===== config.mk =====
export PLATFORM = sky130hd
export DESIGN_NAME = acs_amp_comp_select
export DESIGN_NICKNAME = d
export VERILOG_FILES = /design/src/shared/acs_pkg.sv /design/src/acs_amp_comp_select.sv /design/src/acs_comp_mux.sv
export SDC_FILE = /design/constraint.sdc
export NUM_CORES = 1
export LEC_CHECK = 0
export ABC_AREA = 1
export BUFFER_PORTS_ARGS = -buffer_cell sky130_fd_sc_hd__buf_4
export CAP_MARGIN = 10
export CORE_ASPECT_RATIO = 0.7
export CORE_MARGIN = 1.5
export CORE_UTILIZATION = 35
export CTS_BUF_LIST = sky130_fd_sc_hd__clkbuf_2 sky130_fd_sc_hd__clkbuf_4 sky130_fd_sc_hd__clkbuf_8
export DETAILED_ROUTE_END_ITERATION = 8
export HOLD_SLACK_MARGIN = 0.02
export MAX_ROUTING_LAYER = met4
export SYNTH_ARGS = -nofsm -noshare
export SYNTH_HDL_FRONTEND = slang
export SYNTH_SLANG_ARGS = --single-unit

===== constraint.sdc =====
create_clock -name clk_sys -period 1.8 [get_ports clk_sys]
set_input_delay 0.27 -clock clk_sys [delete_from_list [all_inputs] [get_ports clk_sys]]
set_output_delay 0.27 -clock clk_sys [all_outputs]
set_load 0.005 [all_outputs]

===== src/shared/acs_pkg.sv =====
// Constants and helpers for the amplifier compensation select block.
// Assumes a 16-bit register word and a single system clock.
package acs_pkg;

    // ------------------------------------------------------------
    // Register map
    // ------------------------------------------------------------
    localparam int          ADDR_W           = 5;
    localparam int          DATA_W           = 16;
    localparam logic [4:0]  AMP_COMP_TWO_OFS = 5'h05;
    localparam logic [15:0] AMP_COMP_TWO_RST = 16'h0110;

    // ------------------------------------------------------------
    // Field positions of the compensation word
    // ------------------------------------------------------------
    localparam int MANUAL_BIT = 15;
    localparam int RZ_LSB     = 12;
    localparam int RP_LSB     = 9;
    localparam int CCHI_LSB   = 6;
    localparam int CF_LSB     = 3;
    localparam int CC0_BIT    = 2;
    localparam int GM_LSB     = 0;

    // ------------------------------------------------------------
    // Fixed settings forced while in safe mode
    // ------------------------------------------------------------
    localparam logic [1:0] SAFE_GM   = 2'h2;
    localparam logic [2:0] SAFE_RP   = 3'h0;
    localparam logic [2:0] SAFE_RZ   = 3'h0;
    localparam logic [2:0] SAFE_CCHI = 3'h7;
    localparam logic [2:0] SAFE_CF   = 3'h5;
    localparam logic       SAFE_CC0  = 1'h1;

    typedef enum logic [1:0] {
        ACS_MODE_MANUAL,
        ACS_MODE_SAFE,
        ACS_MODE_AUTO
    } acs_mode_t;

    // Packs amplifier settings into the register word layout
    function automatic logic [15:0] acs_pack(
        input logic       manual,
        input logic [2:0] rz,
        input logic [2:0] rp,
        input logic [2:0] ccHi,
        input logic [2:0] cf,
        input logic       cc0,
        input logic [1:0] gm
    );
        acs_pack = {manual, rz, rp, ccHi, cf, cc0, gm};
    endfunction : acs_pack

endpackage : acs_pkg


===== src/acs_amp_comp_select.sv =====
// Second compensation register and the selection of amplifier compensation.
// Assumes the serial port decoder delivers word-wide register strobes on clk_sys,
// and that the first compensation register supplies its safe-mode bit on clk_sys.
module acs_amp_comp_select
    import acs_pkg::*;
(
    input  wire logic              clk_sys,
    input  wire logic              rst,
    // Register port from the serial interface decoder
    input  wire logic              regWrEn,
    input  wire logic              regRdEn,
    input  wire logic [ADDR_W-1:0] regAddr,
    input  wire logic [DATA_W-1:0] regWrData,
    output      logic [DATA_W-1:0] regRdData_q,
    output      logic              regRdValid_q,
    // Mode bit from the first compensation register
    input  wire logic              safeCompMode,
    // Settings from the autocompensation logic
    input  wire logic [1:0]        autoGm,
    input  wire logic [2:0]        autoRp,
    input  wire logic [2:0]        autoRz,
    input  wire logic [2:0]        autoCcHi,
    input  wire logic [2:0]        autoCf,
    input  wire logic              autoCc0,
    // Settings to the force amplifier compensation network, then the manual and safe mode flags
    output      logic [1:0]        ampGm_q,
    output      logic [2:0]        ampRp_q,
    output      logic [2:0]        ampRz_q,
    output      logic [2:0]        ampCcHi_q,
    output      logic [2:0]        ampCf_q,
    output      logic              ampCc0_q,
    output      logic              manualActive_q,
    output      logic              safeActive_q
);

    // ------------------------------------------------------------
    // Register storage
    // ------------------------------------------------------------
    logic [DATA_W-1:0] compTwo_q;
    logic [DATA_W-1:0] compTwo_d;
    logic              safeHold_q;
    logic              safeHold_d;
    logic              hitAddr;

    assign hitAddr = (regAddr == AMP_COMP_TWO_OFS);

    always_comb begin
        compTwo_d  = compTwo_q;
        safeHold_d = 1'h0;
        if (regWrEn && hitAddr) begin
            compTwo_d = regWrData;
        end
    end

    // Safe hold keeps the amplifier in safe mode for the first cycle after reset
    always_ff @(posedge clk_sys or posedge rst) begin
        if (rst) begin
            compTwo_q  <= AMP_COMP_TWO_RST;
            safeHold_q <= 1'h1;
        end else begin
            compTwo_q  <= compTwo_d;
            safeHold_q <= safeHold_d;
        end
    end

    // ------------------------------------------------------------
    // Compensation selection
    // ------------------------------------------------------------
    acs_mode_t         mode;
    logic [DATA_W-1:0] appliedWord;

    acs_comp_mux u_mux (
        .storedWord   (compTwo_q),
        .safeCompMode (safeCompMode),
        .safeHold     (safeHold_q),
        .autoGm       (autoGm),
        .autoRp       (autoRp),
        .autoRz       (autoRz),
        .autoCcHi     (autoCcHi),
        .autoCf       (autoCf),
        .autoCc0      (autoCc0),
        .mode         (mode),
        .appliedWord  (appliedWord)
    );

    // ------------------------------------------------------------
    // Amplifier outputs
    // ------------------------------------------------------------
    logic [1:0] ampGm_d;
    logic [2:0] ampRp_d;
    logic [2:0] ampRz_d;
    logic [2:0] ampCcHi_d;
    logic [2:0] ampCf_d;
    logic       ampCc0_d;
    logic       manualActive_d;
    logic       safeActive_d;

    always_comb begin
        ampGm_d        = appliedWord[GM_LSB +: 2];
        ampRp_d        = appliedWord[RP_LSB +: 3];
        ampRz_d        = appliedWord[RZ_LSB +: 3];
        ampCcHi_d      = appliedWord[CCHI_LSB +: 3];
        ampCf_d        = appliedWord[CF_LSB +: 3];
        ampCc0_d       = appliedWord[CC0_BIT];
        manualActive_d = (mode == ACS_MODE_MANUAL);
        safeActive_d   = (mode == ACS_MODE_SAFE);
    end

    always_ff @(posedge clk_sys or posedge rst) begin
        if (rst) begin
            ampGm_q        <= SAFE_GM;
            ampRp_q        <= SAFE_RP;
            ampRz_q        <= SAFE_RZ;
            ampCcHi_q      <= SAFE_CCHI;
            ampCf_q        <= SAFE_CF;
            ampCc0_q       <= SAFE_CC0;
            manualActive_q <= 1'h0;
            safeActive_q   <= 1'h1;
        end else begin
            ampGm_q        <= ampGm_d;
            ampRp_q        <= ampRp_d;
            ampRz_q        <= ampRz_d;
            ampCcHi_q      <= ampCcHi_d;
            ampCf_q        <= ampCf_d;
            ampCc0_q       <= ampCc0_d;
            manualActive_q <= manualActive_d;
            safeActive_q   <= safeActive_d;
        end
    end

    // ------------------------------------------------------------
    // Readback
    // ------------------------------------------------------------
    logic [DATA_W-1:0] readWord;
    logic [DATA_W-1:0] regRdData_d;
    logic              regRdValid_d;

    always_comb begin
        unique case (mode)
            ACS_MODE_MANUAL: readWord = compTwo_q;
            ACS_MODE_AUTO:   readWord = appliedWord;
            ACS_MODE_SAFE:   readWord = compTwo_q;
            default:         readWord = compTwo_q;
        endcase
    end

    always_comb begin
        regRdValid_d = regRdEn;
        regRdData_d  = regRdData_q;
        if (regRdEn) begin
            regRdData_d = hitAddr ? readWord : '0;
        end
    end

    always_ff @(posedge clk_sys or posedge rst) begin
        if (rst) begin
            regRdData_q  <= '0;
            regRdValid_q <= 1'h0;
        end else begin
            regRdData_q  <= regRdData_d;
            regRdValid_q <= regRdValid_d;
        end
    end

endmodule : acs_amp_comp_select


===== src/acs_comp_mux.sv =====
// Priority select of the compensation settings applied to the amplifier.
// Assumes all inputs come from logic on the same clock; purely combinational.
module acs_comp_mux
    import acs_pkg::*;
(
    input  wire logic [15:0] storedWord,
    input  wire logic        safeCompMode,
    input  wire logic        safeHold,
    input  wire logic [1:0]  autoGm,
    input  wire logic [2:0]  autoRp,
    input  wire logic [2:0]  autoRz,
    input  wire logic [2:0]  autoCcHi,
    input  wire logic [2:0]  autoCf,
    input  wire logic        autoCc0,
    output      acs_mode_t   mode,
    output      logic [15:0] appliedWord
);

    // ------------------------------------------------------------
    // Mode priority: manual, then safe, then automatic
    // ------------------------------------------------------------
    always_comb begin
        if (storedWord[MANUAL_BIT]) begin
            mode = ACS_MODE_MANUAL;
        end else if (!safeCompMode || safeHold) begin
            mode = ACS_MODE_SAFE;
        end else begin
            mode = ACS_MODE_AUTO;
        end
    end

    always_comb begin
        unique case (mode)
            ACS_MODE_MANUAL: appliedWord = storedWord;
            ACS_MODE_SAFE:   appliedWord = acs_pack(1'h0, SAFE_RZ, SAFE_RP,
                                 SAFE_CCHI, SAFE_CF, SAFE_CC0, SAFE_GM);
            ACS_MODE_AUTO:   appliedWord = acs_pack(1'h0, autoRz, autoRp,
                                 autoCcHi, autoCf, autoCc0, autoGm);
            default:         appliedWord = acs_pack(1'h0, SAFE_RZ, SAFE_RP,
                                 SAFE_CCHI, SAFE_CF, SAFE_CC0, SAFE_GM);
        endcase
    end

endmodule : acs_comp_mux


==> out/qor.csv <==
metric;value;unit
status;completed;
initial antenna violation count;0;
Sequential Area;1290;µm²
Worst VDD drop;0.305;mV
max_cap viols;0;
Fmax;0.655;GHz
TritonCTS Sinks;51;
Power Density;876;nW/µm²
vias in the first global route;1765;
Synth area leader;dfrtp_1;
most area-consuming cells after synthesis;dfrtp_1 (45%), nand2_1 (21%), dfstp_2 (13%);
clock-pin transition on the worst setup and hold timing paths;90;ps
Worst EP arrival;1720;ps
Syn Area/Cell;9.01;µm²
cell count after synthesis;247;
die area;6850;µm²
Site Rows;24;
worst reg-to-reg path cell count;6;
area grow syn2layout;31.7;%
clock group share of total power;26.8;%
hpwl dp;3.76;mm
Flop pwr share;53.6;%
critical path type;reg -> reg;
final slew viol count;0;
commonest non-fill, non-tap cell in the layout;nand2_1;
Fin Hold WS;93.8;ps
total routed wirelength;5.53;mm
hold depth;1;
commonest non-fill, non-tap cells in the layout;nand2_1 (125), buf_4 (77), dfrtp_1 (40);
RePlAce Congestion;0.765;
Avg Vias per Cell;4.89;
Die Ht;69.7;µm
CTS tree;yes;
switch share;27.1;%
Final Critical Period;1530;ps
Antenna Cells;0;
placed inst area;2830;µm²
Nets;358;
Post-Syn Nets;288;
period utilization;84.8;%
area of the multi-input gates;807;µm²
CTS H-tree depth;2;
Cell variety after synth;18;
drc violations;0;
fraction of layout cells with a size suffix above 1;34.9;%
synth warn;0;
1st-iter DRT viols;60;
setup_tns;0;ps
combinational fraction of design power;19.6;%
Final Hold Viols;0;
Final Instance Area;2930;µm²
Die W;98.3;µm
gr ovfl total;0;
CP startpoint kind;flop;
Starting Density;36.0;%
Worst Setup End Kind;flop;
switching power total;696;µW
FILL cells;615;
port bufs;74;
Clk Latency, worst-skew pair;300;ps
via count;1935;
post-route ant nets;0;
final setup fails;0;
RSZ-0062 raised after global routing;false;
FF+latch count, synth;51;
Critical Path RT;1990;ps
TritonRoute pass-1 iters;4;
GRT Total Usage;17.2;%
pin count of the biggest net entering global routing;51;
CTS buffer count;5;
first-pass GRT wire length;8.92;mm
Core ar.;6190;µm²
clock skew;5.62;ps
crit-path max FO;22;
Root Buffer;clkbuf_8;
Longest Clk Path Bufs;2;
post-CTS sizing;0;
Synth top area share;45.0;%
wire per inst;14.0;µm
Power Internal;1.87;mW
Pleak;1.61;nW
Cell Area, Synth;2220;µm²
HP Class;in -> reg;
sequential area share after synthesis;58.0;%
num ports;75;
==> cell type report <==
type                    instances  area share (%)
flip-flops and latches         51            44.0
multi-input cells             171            27.5
repair buffers                 79            20.8
well taps                      78            3.33
clock buffers                   8            3.12
inverters                       9            1.24
==> path summary, 6_finish.rpt <==
kind | from | end | slack [ps]
max | safeHold_q | regRdData_q[7] | 270
min | regRdEn | regRdValid_q | 90
max reg2reg | safeHold_q | regRdData_q[7] | 270
min reg2reg | compTwo_q[4] | compTwo_q[4] | 480
max in group asynchronous | rst | compTwo_q[8] | 920
min in group asynchronous | rst | regRdData_q[1] | 380
==> flip-flops by register name, summed over array words and instances, names as in the netlist <==
register	count
regRdValid_q	1
regRdData_q	16
manualActive_q	1
ampGm_q	2
ampRz_q	3
ampCf_q	3
safeHold_q	1
ampCcHi_q	3
compTwo_q	16
ampCc0_q	1
ampRp_q	3
safeActive_q	1
==> cells by family (layout without fill, tap and decap cells) <==
kind of cell / after synthesis / after routing / share of synthesized area [%]
other: 1 / 1 / 0.169
buffers and inverters: 25 / 96 / 5.74
AO/OA/AOI/OAI: 8 / 8 / 2.98
AND/OR/NAND/NOR: 162 / 162 / 33.1
flip-flops: 51 / 51 / 58.0
==> layer usage <==
layer  global-route usage (%)  vias up  share of wire [%]
li1                         -      939                  -
met2                     23.7       65                 42
met1                     25.9      926                 52
met3                     3.93        5                5.6
met5                        -        -                  0
met4                     3.29        0               0.52
==> power by group through the flow <==
stage,registers [mW],clock network [mW],logic [mW]
CTS,1.38,0.701,0.508
floorplan,1.40,0,0.263
global route,1.39,0.749,0.564
global placement,1.40,0,0.498
finish,1.38,0.686,0.503
detailed placement,1.40,0,0.504
==> Yosys cell counts <==
cell type / instances
nand4_1: 31
dfstp_2: 11
buf_6: 1
buf_2: 10
inv_4: 1
nand2_1: 125
nand3_4: 2
nand3_2: 1
inv_1: 2
nand2_2: 2
conb_1: 1
nor3_4: 1
clkbuf_1: 2
inv_2: 6
a21oi_1: 1
buf_4: 3
dfrtp_1: 40
o22a_1: 7
==> worst max-delay path, stage by stage, from the launching register on <==
cell	delay (ps)
dfstp_2	380
inv_2	240
nand3_2	450
nand2_1	180
nand2_1	70
nand2_1	60
nand2_1	40
==> through the flow <==
step / utilization, % / power, mW / setup WS (ps) / std cells
after CTS: 47.4 / 2.59 / 293 / 396
after global routing: 47.4 / 2.70 / 121 / 396
final: 47.4 / 2.57 / 274 / 396
after floorplan: - / 1.66 / 319 / 247
after detailed placement: 45.7 / 1.90 / 313 / 387
after global placement: 45.7 / 1.90 / 355 / 387
==> what timing repair did <==
item                      4_1_cts  5_1_grt
hold buffers                    1        0
hold endpoints to repair        1        0
setup buffers                   0        0
No activity file was read; power rests on OpenSTA's default activity.
